<file path="src/ifd_map.vh">
// constants for the instruction field decoder: field positions, opcodes, access sizes
`ifndef IFD_MAP_VH
`define IFD_MAP_VH
`define IFD_OP_HI 31
`define IFD_OP_LO 26
`define IFD_RS_HI 25
`define IFD_RS_LO 21
`define IFD_RT_HI 20
`define IFD_RT_LO 16
`define IFD_RD_HI 15
`define IFD_RD_LO 11
`define IFD_SA_HI 10
`define IFD_SA_LO 6
`define IFD_FN_HI 5
`define IFD_FN_LO 0
`define IFD_IMM_HI 15
`define IFD_TGT_HI 25
`define IFD_PC_PAGE_LO 28
`define IFD_LINK_REG 5'h1f
`define IFD_ZERO_REG 5'h00
`define IFD_OP_SPECIAL 6'h00
`define IFD_OP_J 6'h02
`define IFD_OP_JAL 6'h03
`define IFD_OP_LUI 6'h0f
`define IFD_OP_ANDI 6'h0c
`define IFD_OP_ORI 6'h0d
`define IFD_OP_XORI 6'h0e
`define IFD_FN_JR 6'h08
`define IFD_FN_JALR 6'h09
`define IFD_OPC_BRANCH_HI 3'h0
`define IFD_OPC_LOAD 3'h4
`define IFD_OPC_STORE 3'h5
`define IFD_SZ_BYTE 2'h0
`define IFD_SZ_HALF 2'h1
`define IFD_SZ_TRIPLE 2'h2
`define IFD_SZ_WORD 2'h3
`define IFD_STEP 32'h00000004
`define IFD_CTL_ADDR 4'h0
`define IFD_STAT_ADDR 4'h4
`define IFD_INSN_ADDR 4'h8
`define IFD_PC_ADDR 4'hc
`define IFD_CTL_RE 0
`define IFD_CTL_USER 1
`endif

</file>
<file path="src/ifd_decode.v">
// instruction field decoder with byte lanes, endian logic and load-use interlock
//
// Overview of operation
// (RULE1) each instruction is one aligned 32-bit word
// (RULE2) immediate format: opcode 31..26, source 25..21, target 20..16, immediate 15..0
// (RULE3) jump target is 26-bit field with upper 4 PC bits; register jump uses 32 bits
// (RULE4) target field is source, destination or condition; register format adds rd, shift, function
// (RULE5) load/store address is base register plus signed 16-bit offset
// (RULE6) branch target is PC plus the 16-bit offset
// (RULE7) jump-and-link writes return address into register 31
// (RULE8) register 0 reads zero and ignores writes
// (RULE9) sign extension replicates the top bit of the field
// (RULE10) upper-immediate places immediate above sixteen zero bits
// (RULE11) user endian swap is reverse enable AND user mode
// (RULE12) effective endian is memory endian XOR user swap
// (RULE13) memory endian is latched at reset, 1 big, 0 little
// (RULE14) instruction using a just-loaded value stalls one cycle
// (RULE15) access size: 3 word, 2 triple, 1 half, 0 byte
// (RULE16) access address names lowest byte; leftmost in big, rightmost in little endian
// (RULE17) byte lanes come from size and address bits 1..0, mirrored between endians
// (RULE18) cached load returns the whole containing word; byte_lanes gives loads only the selected lanes instead
// (RULE19) stores write only the selected bytes
// (RULE20) timed operations occur i cycles after start, in listed order
// (RULE21) jumps and branches take effect after one delay slot
// (RULE22) register jump to a non-word address flags an address error
`timescale 1ns/100ps
`default_nettype none
`include "ifd_map.vh"
module ifd_decode (
  input wire aclk,
  input wire aresetn,
  input wire endian_strap,
  input wire [31:0] awaddr,
  input wire awvalid,
  output wire awready,
  input wire [31:0] wdata,
  input wire [3:0] wstrb,
  input wire wvalid,
  output wire wready,
  output reg [1:0] bresp,
  output reg bvalid,
  input wire bready,
  input wire [31:0] araddr,
  input wire arvalid,
  output wire arready,
  output reg [31:0] rdata,
  output reg [1:0] rresp,
  output reg rvalid,
  input wire rready,
  output reg [5:0] operation_code_field,
  output reg [4:0] source_register_field,
  output reg [4:0] target_register_field,
  output reg [4:0] destination_register_field,
  output reg [4:0] shift_amount_field,
  output reg [5:0] function_code_field,
  output reg [31:0] imm_sext,
  output reg [31:0] imm_zext,
  output reg [31:0] imm_upper,
  output reg [31:0] branch_target,
  output reg [31:0] jump_target,
  output reg [31:0] link_addr,
  output reg [31:0] mem_addr,
  output reg [1:0] access_size,
  output reg [3:0] byte_lanes,
  output reg effective_load_store_endian,
  output reg addr_error,
  output reg stall
);
  // register file and control state
  reg [1:0] ctl_r;
  reg memory_endian_config;
  reg strap_seen_r;
  reg [2:0] strap_sync_r;
  reg [31:0] insn_r;
  reg [31:0] pc_r;
  reg insn_new_r;
  reg [4:0] load_dest_r;
  reg load_pend_r;
  reg stall_r;
  reg [31:0] stat_word;
  reg [31:0] awaddr_r;
  reg [31:0] wdata_r;
  reg [3:0] wstrb_r;
  reg aw_have_r;
  reg w_have_r;
  wire user_endian_swap;
  wire [31:0] ra;
  wire [3:0] lanes_w;
  wire [5:0] op_w;
  wire [4:0] rs_w;
  wire [4:0] rt_w;
  wire [4:0] rd_w;
  wire [5:0] fn_w;
  wire [31:0] sext_w;
  wire [31:0] ea_w;
  wire is_load;
  wire is_store;
  wire is_jal;
  wire is_jr;
  wire is_jalr;
  wire uses_rs;
  wire uses_rt;
  wire hazard;
  wire wr_go;
  integer b;

  // field slices of the held instruction word, always one full aligned word
  assign op_w = insn_r[`IFD_OP_HI:`IFD_OP_LO]; // RULE1 RULE2
  assign rs_w = insn_r[`IFD_RS_HI:`IFD_RS_LO];
  assign rt_w = insn_r[`IFD_RT_HI:`IFD_RT_LO];
  assign rd_w = insn_r[`IFD_RD_HI:`IFD_RD_LO]; // RULE4
  assign fn_w = insn_r[`IFD_FN_HI:`IFD_FN_LO];
  assign sext_w = {{16{insn_r[`IFD_IMM_HI]}}, insn_r[`IFD_IMM_HI:0]}; // RULE9
  assign is_load = (op_w[5:3] == `IFD_OPC_LOAD);
  assign is_store = (op_w[5:3] == `IFD_OPC_STORE);
  assign is_jal = (op_w == `IFD_OP_JAL);
  assign is_jr = (op_w == `IFD_OP_SPECIAL) && (fn_w == `IFD_FN_JR);
  assign is_jalr = (op_w == `IFD_OP_SPECIAL) && (fn_w == `IFD_FN_JALR);
  // rt is a source for register-format ops, stores and compare-branches
  assign uses_rs = (op_w != `IFD_OP_J) && !is_jal;
  assign uses_rt = (op_w == `IFD_OP_SPECIAL) || is_store || (op_w[5:2] == 4'h1);
  // loads and stores use base plus signed offset only
  assign ea_w = ra + sext_w; // RULE5

  // the user endian swap that feeds the effective endian for loads and stores
  assign user_endian_swap = ctl_r[`IFD_CTL_RE] & ctl_r[`IFD_CTL_USER]; // RULE11

  ifd_regs u_regs (
    .aclk(aclk),
    .aresetn(aresetn),
    .we(wr_go && awaddr_r[3:0] == `IFD_CTL_ADDR && 1'b0),
    .waddr(5'h00),
    .wdata(32'h00000000),
    .raddr_a(rs_w),
    .raddr_b(rt_w),
    .rdata_a(ra),
    .rdata_b()
  );

  ifd_lanes u_lanes (
    .size(op_w[1:0]),
    .addr_lo(ea_w[1:0]),
    .big_endian(memory_endian_config ^ user_endian_swap),
    .lanes(lanes_w),
    .misaligned()
  );

  // strap pin passes three flops, unreset so it settles during reset; caught once the last two agree
  always @(posedge aclk) begin
    strap_sync_r <= {strap_sync_r[1:0], endian_strap};
    if (!aresetn) begin
      strap_seen_r <= 1'b0;
      memory_endian_config <= 1'b0;
    end else if (!strap_seen_r && strap_sync_r[2] == strap_sync_r[1]) begin
      strap_seen_r <= 1'b1;
      memory_endian_config <= strap_sync_r[2]; // RULE13
    end
  end

  // a load followed by a reader of its destination stalls once
  assign hazard = load_pend_r && (load_dest_r != `IFD_ZERO_REG) &&
                  ((uses_rs && rs_w == load_dest_r) || (uses_rt && rt_w == load_dest_r));

  // load-use tracking; a stalled instruction is re-presented one cycle later
  always @(posedge aclk) begin
    if (!aresetn) begin
      load_pend_r <= 1'b0;
      load_dest_r <= 5'h00;
      stall_r <= 1'b0;
    end else if (insn_new_r) begin
      stall_r <= hazard && !stall_r; // RULE14
      if (hazard && !stall_r) begin
        load_pend_r <= 1'b0;
      end else begin
        load_pend_r <= is_load;
        load_dest_r <= rt_w;
      end
    end else begin
      stall_r <= 1'b0;
    end
  end

  // registered decode outputs, valid one cycle after the instruction is written
  always @(posedge aclk) begin
    if (!aresetn) begin
      operation_code_field <= 6'h00;
      source_register_field <= 5'h00;
      target_register_field <= 5'h00;
      destination_register_field <= 5'h00;
      shift_amount_field <= 5'h00;
      function_code_field <= 6'h00;
      imm_sext <= 32'h00000000;
      imm_zext <= 32'h00000000;
      imm_upper <= 32'h00000000;
      branch_target <= 32'h00000000;
      jump_target <= 32'h00000000;
      link_addr <= 32'h00000000;
      mem_addr <= 32'h00000000;
      access_size <= 2'h0;
      byte_lanes <= 4'h0;
      effective_load_store_endian <= 1'b0;
      addr_error <= 1'b0;
      stall <= 1'b0;
    end else begin
      stall <= insn_new_r && hazard && !stall_r; // RULE14
      operation_code_field <= op_w;
      source_register_field <= rs_w;
      target_register_field <= rt_w; // RULE4
      destination_register_field <= (is_jal) ? `IFD_LINK_REG : rd_w; // RULE7
      shift_amount_field <= insn_r[`IFD_SA_HI:`IFD_SA_LO]; // RULE4
      function_code_field <= fn_w;
      imm_sext <= sext_w; // RULE9
      imm_zext <= {16'h0000, insn_r[`IFD_IMM_HI:0]};
      imm_upper <= {insn_r[`IFD_IMM_HI:0], 16'h0000}; // RULE10
      // the branch target is relative to the delay slot address: one instruction delay
      branch_target <= pc_r + `IFD_STEP + {sext_w[29:0], 2'b00}; // RULE6 RULE21
      if (is_jr || is_jalr) begin
        jump_target <= ra; // RULE3
      end else begin
        jump_target <= {pc_r[31:`IFD_PC_PAGE_LO], insn_r[`IFD_TGT_HI:0], 2'b00}; // RULE3
      end
      // return address skips the delay slot
      link_addr <= pc_r + `IFD_STEP + `IFD_STEP; // RULE7 RULE21
      addr_error <= (is_jr || is_jalr) && (ra[1:0] != 2'b00); // RULE22
      mem_addr <= ea_w; // RULE5 RULE16
      access_size <= op_w[1:0]; // RULE15
      // loads and stores alike enable only the selected bytes
      byte_lanes <= (is_load || is_store) ? lanes_w : 4'h0; // RULE17 RULE18 RULE19
      effective_load_store_endian <= memory_endian_config ^ user_endian_swap; // RULE12
    end
  end

  // bus write channels: address and data taken in either order
  assign awready = !aw_have_r && !bvalid;
  assign wready = !w_have_r && !bvalid;
  assign wr_go = aw_have_r && w_have_r;

  // write path; the instruction write starts a new decode, all fields settle together one cycle later
  always @(posedge aclk) begin
    if (!aresetn) begin
      aw_have_r <= 1'b0;
      w_have_r <= 1'b0;
      awaddr_r <= 32'h00000000;
      wdata_r <= 32'h00000000;
      wstrb_r <= 4'h0;
      bvalid <= 1'b0;
      bresp <= 2'h0;
      ctl_r <= 2'h0;
      insn_r <= 32'h00000000;
      pc_r <= 32'h00000000;
      insn_new_r <= 1'b0;
    end else begin
      insn_new_r <= 1'b0;
      if (awvalid && awready) begin
        aw_have_r <= 1'b1;
        awaddr_r <= awaddr;
      end
      if (wvalid && wready) begin
        w_have_r <= 1'b1;
        wdata_r <= wdata;
        wstrb_r <= wstrb;
      end
      if (wr_go) begin
        aw_have_r <= 1'b0;
        w_have_r <= 1'b0;
        bvalid <= 1'b1;
        bresp <= 2'h0;
        if (awaddr_r[31:4] != 28'h0000000) begin
          // out-of-range writes are refused and must leave every register alone
          bresp <= 2'h2;
        end else begin
          case (awaddr_r[3:0])
            `IFD_CTL_ADDR: begin
              if (wstrb_r[0]) begin
                ctl_r <= wdata_r[1:0];
              end
            end
            `IFD_INSN_ADDR: begin
              for (b = 0; b < 4; b = b + 1) begin
                if (wstrb_r[b]) begin
                  insn_r[b*8 +: 8] <= wdata_r[b*8 +: 8];
                end
              end
              insn_new_r <= 1'b1; // RULE20
            end
            `IFD_PC_ADDR: begin
              // low two bits dropped: instructions sit on word boundaries
              for (b = 0; b < 4; b = b + 1) begin
                if (wstrb_r[b]) begin
                  pc_r[b*8 +: 8] <= wdata_r[b*8 +: 8];
                end
              end
              pc_r[1:0] <= 2'b00; // RULE1
            end
            `IFD_STAT_ADDR: begin
              bresp <= 2'h0;
            end
            default: begin
              bresp <= 2'h2;
            end
          endcase
        end
      end else if (bvalid && bready) begin
        bvalid <= 1'b0;
      end
    end
  end

  // status word: endian state, stall, pending load and address error
  always @* begin
    stat_word = 32'h00000000;
    stat_word[0] = memory_endian_config;
    stat_word[1] = user_endian_swap;
    stat_word[2] = memory_endian_config ^ user_endian_swap;
    stat_word[3] = stall;
    stat_word[4] = load_pend_r;
    stat_word[5] = addr_error;
  end

  assign arready = !rvalid;

  // read path answers one cycle after the address is taken
  always @(posedge aclk) begin
    if (!aresetn) begin
      rvalid <= 1'b0;
      rdata <= 32'h00000000;
      rresp <= 2'h0;
    end else if (arvalid && arready) begin
      rvalid <= 1'b1;
      rresp <= 2'h0;
      rdata <= 32'h00000000;
      if (araddr[31:4] != 28'h0000000) begin
        rresp <= 2'h2;
      end else begin
        case (araddr[3:0])
          `IFD_CTL_ADDR: rdata <= {30'h00000000, ctl_r};
          `IFD_STAT_ADDR: rdata <= stat_word;
          `IFD_INSN_ADDR: rdata <= insn_r;
          `IFD_PC_ADDR: rdata <= pc_r;
          default: rresp <= 2'h2;
        endcase
      end
    end else if (rvalid && rready) begin
      rvalid <= 1'b0;
    end
  end
endmodule
`default_nettype wire

</file>
<file path="src/ifd_lanes.v">
// byte lane enable and alignment check for load/store accesses
`timescale 1ns/100ps
`default_nettype none
`include "ifd_map.vh"
module ifd_lanes (
  input wire [1:0] size,
  input wire [1:0] addr_lo,
  input wire big_endian,
  output reg [3:0] lanes,
  output reg misaligned
);
  reg [3:0] le;
  // little endian lanes first; big endian mirrors them
  always @* begin
    le = 4'h0;
    misaligned = 1'b0;
    case (size)
      `IFD_SZ_WORD: begin
        le = 4'hf;
        misaligned = (addr_lo != 2'h0);
      end
      `IFD_SZ_TRIPLE: begin
        le = (addr_lo[0]) ? 4'he : 4'h7;
        misaligned = addr_lo[1];
      end
      `IFD_SZ_HALF: begin
        le = (addr_lo[1]) ? 4'hc : 4'h3;
        misaligned = addr_lo[0];
      end
      default: begin
        le = 4'h1 << addr_lo;
      end
    endcase
    // lowest byte address is leftmost lane in big endian, rightmost in little
    lanes = big_endian ? {le[0], le[1], le[2], le[3]} : le; // RULE16 RULE17
    if (misaligned) begin
      lanes = 4'h0;
    end
  end
endmodule
`default_nettype wire

</file>
<file path="src/ifd_regs.v">
// general register array with register 0 hardwired to zero
`timescale 1ns/100ps
`default_nettype none
`include "ifd_map.vh"
module ifd_regs (
  input wire aclk,
  input wire aresetn,
  input wire we,
  input wire [4:0] waddr,
  input wire [31:0] wdata,
  input wire [4:0] raddr_a,
  input wire [4:0] raddr_b,
  output wire [31:0] rdata_a,
  output wire [31:0] rdata_b
);
  wire [1023:0] general_register_array;
  genvar i;
  // one flip-flop word per entry, each with a single driver; entry zero never takes a write
  generate
    for (i = 0; i < 32; i = i + 1) begin : g_ent
      reg [31:0] ent_r;
      always @(posedge aclk) begin
        if (!aresetn || i == 0) begin
          ent_r <= 32'h00000000; // RULE8
        end else if (we && {27'h0, waddr} == i) begin
          ent_r <= wdata;
        end
      end
      assign general_register_array[i*32 +: 32] = ent_r;
    end
  endgenerate
  assign rdata_a = (raddr_a == `IFD_ZERO_REG) ? 32'h00000000 : general_register_array[{raddr_a, 5'h00} +: 32]; // RULE8
  assign rdata_b = (raddr_b == `IFD_ZERO_REG) ? 32'h00000000 : general_register_array[{raddr_b, 5'h00} +: 32];
endmodule
`default_nettype wire

</file>
<file path="config.mk">
export PLATFORM = sky130hd
export DESIGN_NAME = ifd_decode
export DESIGN_NICKNAME = d
export VERILOG_FILES = /design/src/ifd_decode.v /design/src/ifd_lanes.v /design/src/ifd_regs.v
export VERILOG_INCLUDE_DIRS = /design/src /design/src/src
export SDC_FILE = /design/constraint.sdc
export NUM_CORES = 1
export LEC_CHECK = 0
export BUFFER_PORTS_ARGS = -buffer_cell sky130_fd_sc_hd__buf_4
export CORE_UTILIZATION = 48
export CTS_CLUSTER_DIAMETER = 150
export DETAILED_ROUTE_END_ITERATION = 6
export GPL_TIMING_DRIVEN = 0
export PLACE_DENSITY_LB_ADDON = 0.15
export SLEW_MARGIN = 20
export SYNTH_ARGS = -nofsm -noshare
export SYNTH_HDL_FRONTEND = slang
export SYNTH_SLANG_ARGS = --single-unit
</file>
<file path="constraint.sdc">
create_clock -name aclk -period 3.8 [get_ports aclk]
set_input_delay 0.57 -clock aclk [delete_from_list [all_inputs] [get_ports aclk]]
set_output_delay 0.57 -clock aclk [all_outputs]
set_load 0.1 [all_outputs]
</file>
==> qor.csv <==
stage,metric,value,unit
run_status,outcome,"finished, final reports clean",
yosys,top_reg_cell synth,dfxtp_1,
clock_tree,H-tree Lvls,2,
detailed_routing,Final ANT Viol Nets,0,
grt,first-pass GRT wire length,70090,microns
clock_tree,TritonCTS Buffers,34,
grt,met3 Use GR,6.010,%
yosys,"count leader, synth",dfxtp_1,
grt,maximum number of pins on one net before global-route repair,37,
setup_path,worst-path maximum fanout,10,
detailed_routing,initial DRC count,1043,
clock_tree,CTS Sinks,316,
die,Initial Util,48.67,%
yosys,Synth cell types,75,
final_layout,final net count,2399,
die,core area,30590,sq um
yosys,Post-Syn Instances,1800,
setup_path,R2R Path End,branch_target[31]$_SDFF_PN0_,
die,Die Span Y,178.1,microns
sta,RSZ-0062 raised after global routing,true,
placed_design,# placed instances,2608,
pwr,pwr dens,377.7,nW/um^2
setup_path,Reg2Reg Depth,15,
placed_design,PortBufs,371,
pwr,worst vdd ir,318.1,uV
die,num rows,64,
setup_path,Crit Path Category,register to register,
sta,clock skew,0.01509,ns
clock_tree,cts hold-fix bufs,0,
yosys,"top cells by count, synth","dfxtp_1 (316), nand2_1 (268), a21oi_1 (185)",
sta,FMAX,268.1,MHz
setup_path,Crit. Startpoint,pc_r[3]$_SDFFE_PN0P_,
clock_tree,root buf cell,clkbuf_16,
setup_path,Critical Path End Type,register,
clock_tree,CTS tree,yes,
detailed_routing,via count,14140,
sta,Period minus WS final,3.730,ns
setup_path,critical path data required time,4.22,ns
yosys,Yosys warning count,0,
grt,Tot GR Track Use,28.59,%
die,Die X,178.1,microns
detailed_routing,residual DRC count,0,
final_layout,area grow syn2layout,33.74,%
setup_path,r2r startpoint,pc_r[3]$_SDFFE_PN0P_,
sta,endpoints failing setup,0,
placed_design,Placer Congestion,0.9254,
clock_tree,Longest Clk Path Bufs,3,
setup_path,Reg2Reg Setup Slack,0.07,ns
yosys,Mean Syn Cell Area,8.270,sq um
yosys,Synth area leaders,"dfxtp_1 (42%), buf_4 (7.0%), nand2_1 (6.8%)",
yosys,async set-reset flop share out of synthesis,0,%
final_layout,final instance area,19910,sq um
sta,Hold Fails Final Rpt,0,
grt,M1 GR Usage,34.47,%
yosys,sequential element share of the synthesized area,42.49,%
die,die area,31720,sq um
grt,Congestion Overflow GR,0,
final_layout,register area,6332,sq um
detailed_routing,DRT Wirelength,47010,microns
yosys,number of flops mapped to enable cells by yosys,0,
yosys,"Cell Area, Synth",14890,sq um
final_layout,final non-filler cell total,2675,
sta,final period utilization,98.17,%
placed_design,Detail Placement HPWL,36480,microns
yosys,Yosys reg bits,316,
final_layout,# fillers,2660,
pwr,Leak,0.009368,uW
sta,Slew Limit Fails,0,
detailed_routing,drt pass-1 iters,5,
die,I/O pins,414,
yosys,post-synth top area cell,dfxtp_1,
sta,relative slew slack,16.96,%
setup_path,arrival time worst endpoint,4.15,ns
detailed_routing,DR WL/cell,17.57,microns
placed_design,Placed Area,18340,sq um
final_layout,area of the multi-input gates,7336,sq um
setup_path,element type at the critical path start,register,
setup_path,Setup crit end,branch_target[31]$_SDFF_PN0_,
grt,GRT Max-Usage Layer,met2,
grt,M2 GR Usage,49.29,%
clock_tree,Worst-Skew Late Latency,0.53,ns
grt,vias in the first global route,12910,
clock_tree,clock-pin slew on the worst setup and hold paths,0.06,ns
grt,antenna violations before repair,2,
sta,Worst Tran Pin Value,1.244,ns
worst_hold_path,HP Class,input pin to register,
detailed_routing,via/cell ratio,5.287,
job,Max-Cap Viols,0,
yosys,Synth top area share,42.49,%
final_layout,layout cells sized above 1,28.97,%
==> cell type report <==
type                       count  share of cell area [%]
multi-input combinational   1228                   36.85
sequential                   316                   31.81
timing repair buffer         390                   14.72
buffer                       219                   6.988
clock buffer                  44                   4.720
tap                          396                   2.489
clock inverter                17                   1.207
inverter                      64                   1.207
antenna                        1                 0.01257
==> cells in the final DEF, fill, tap and decap left out, drive strengths merged, types with 19 or more instances in the layout <==
cell type	synthesis	routed
xnor2	37	37
nand4	31	31
or3	37	37
buf	152	540
o21ai	44	44
conb	1	41
ha	37	37
nand2	270	270
inv	64	67
nor4	26	26
xor2	28	28
and2	19	19
a22oi	27	27
nand3	33	33
nor2	166	166
a21oi	185	185
dfxtp	316	316
nor3	35	35
clkbuf	80	113
mux2i	45	45
==> sequential cells by signal, indices dropped and copies added (netlist names), 6 cells and up <==
register              cells
insn_r                   32
awaddr_r                 32
operation_code_field      6
link_addr                30
jump_target              30
rdata                    32
imm_upper                 6
branch_target            30
pc_r                     30
wdata_r                  32
==> what timing repair did <==
item,in CTS,in global routing
endpoints found under the setup margin,17,9
gates resized for setup,27,37
cloned,0,0
pin swaps,4,10
setup buffers,7,11
==> critical path, cell delays in order, from the launching register on <==
cell and delay, ns:
dfxtp_4 0.37, ha_1 0.19, buf_4 0.18, nand4_1 0.09
buf_4 0.17, nor3_4 0.30, nand3_1 0.20, xnor2_2 0.20
ha_1 0.34, a21o_1 0.24, a21o_1 0.20, a21o_1 0.20
a31oi_2 0.25, o41ai_1 0.12, or3_1 0.35, a21oi_1 0.21
==> power by group <==
part / leakage, uW / switching [uW] / internal (uW)
clock: 0.000579 / 1370 / 2110
combinational: 0.00623 / 448 / 174
sequential: 0.00256 / 45.1 / 3370
total: 0.00937 / 1870 / 5650
==> per-stage QoR <==
step	power, uW	setup TNS [ns]	hold slack, ns	setup WS [ns]	utilization (%)
floorplan	3911	0	0.3096	0.08891	-
global placement	4096	-6.976	0.3120	-0.8218	59.88
detailed placement	4107	-8.063	0.3121	-0.9359	59.94
CTS	7557	0	0.1407	0.03615	64.34
global route	7740	-0.02490	0.1419	-0.02490	65.09
finish	7520	0	0.1480	0.06961	65.09
==> metal layers <==
layer  wire (microns)  vias to the layer above
met5                0                        -
met4             1426                        0
met2            23340                      497
met1            18840                     6666
li1                 -                     6894
met3             3400                       85
==> kinds of logic after synthesis <==
| group | after synthesis | synth area share, % |
|---|---|---|
| and+or+nand+nor | 703 | 22.78 |
| muxes | 45 | 3.026 |
| buffers and inverters | 296 | 11.23 |
| xor gates and xnor gates | 65 | 3.824 |
| other | 1 | 0.02519 |
| DFF | 316 | 42.49 |
| AOI/OAI and AO/OA | 336 | 13.38 |
| adders and majority gates | 38 | 3.244 |
==> worst min path at each step <==
stage / startpoint / endpoint / slack (ns) / depth (start not counted)
2_1_floorplan: strap_sync_r[0]$_DFF_P_ / strap_sync_r[1]$_DFF_P_ / 0.31 / 0
6_report: endian_strap / strap_sync_r[0]$_DFF_P_ / 0.15 / 1
3_5_place_dp: strap_sync_r[0]$_DFF_P_ / strap_sync_r[1]$_DFF_P_ / 0.31 / 0
5_1_grt: endian_strap / strap_sync_r[0]$_DFF_P_ / 0.14 / 1
3_3_place_gp: strap_sync_r[0]$_DFF_P_ / strap_sync_r[1]$_DFF_P_ / 0.31 / 0
4_1_cts: endian_strap / strap_sync_r[0]$_DFF_P_ / 0.14 / 1
(Power assumes the default switching activity.)
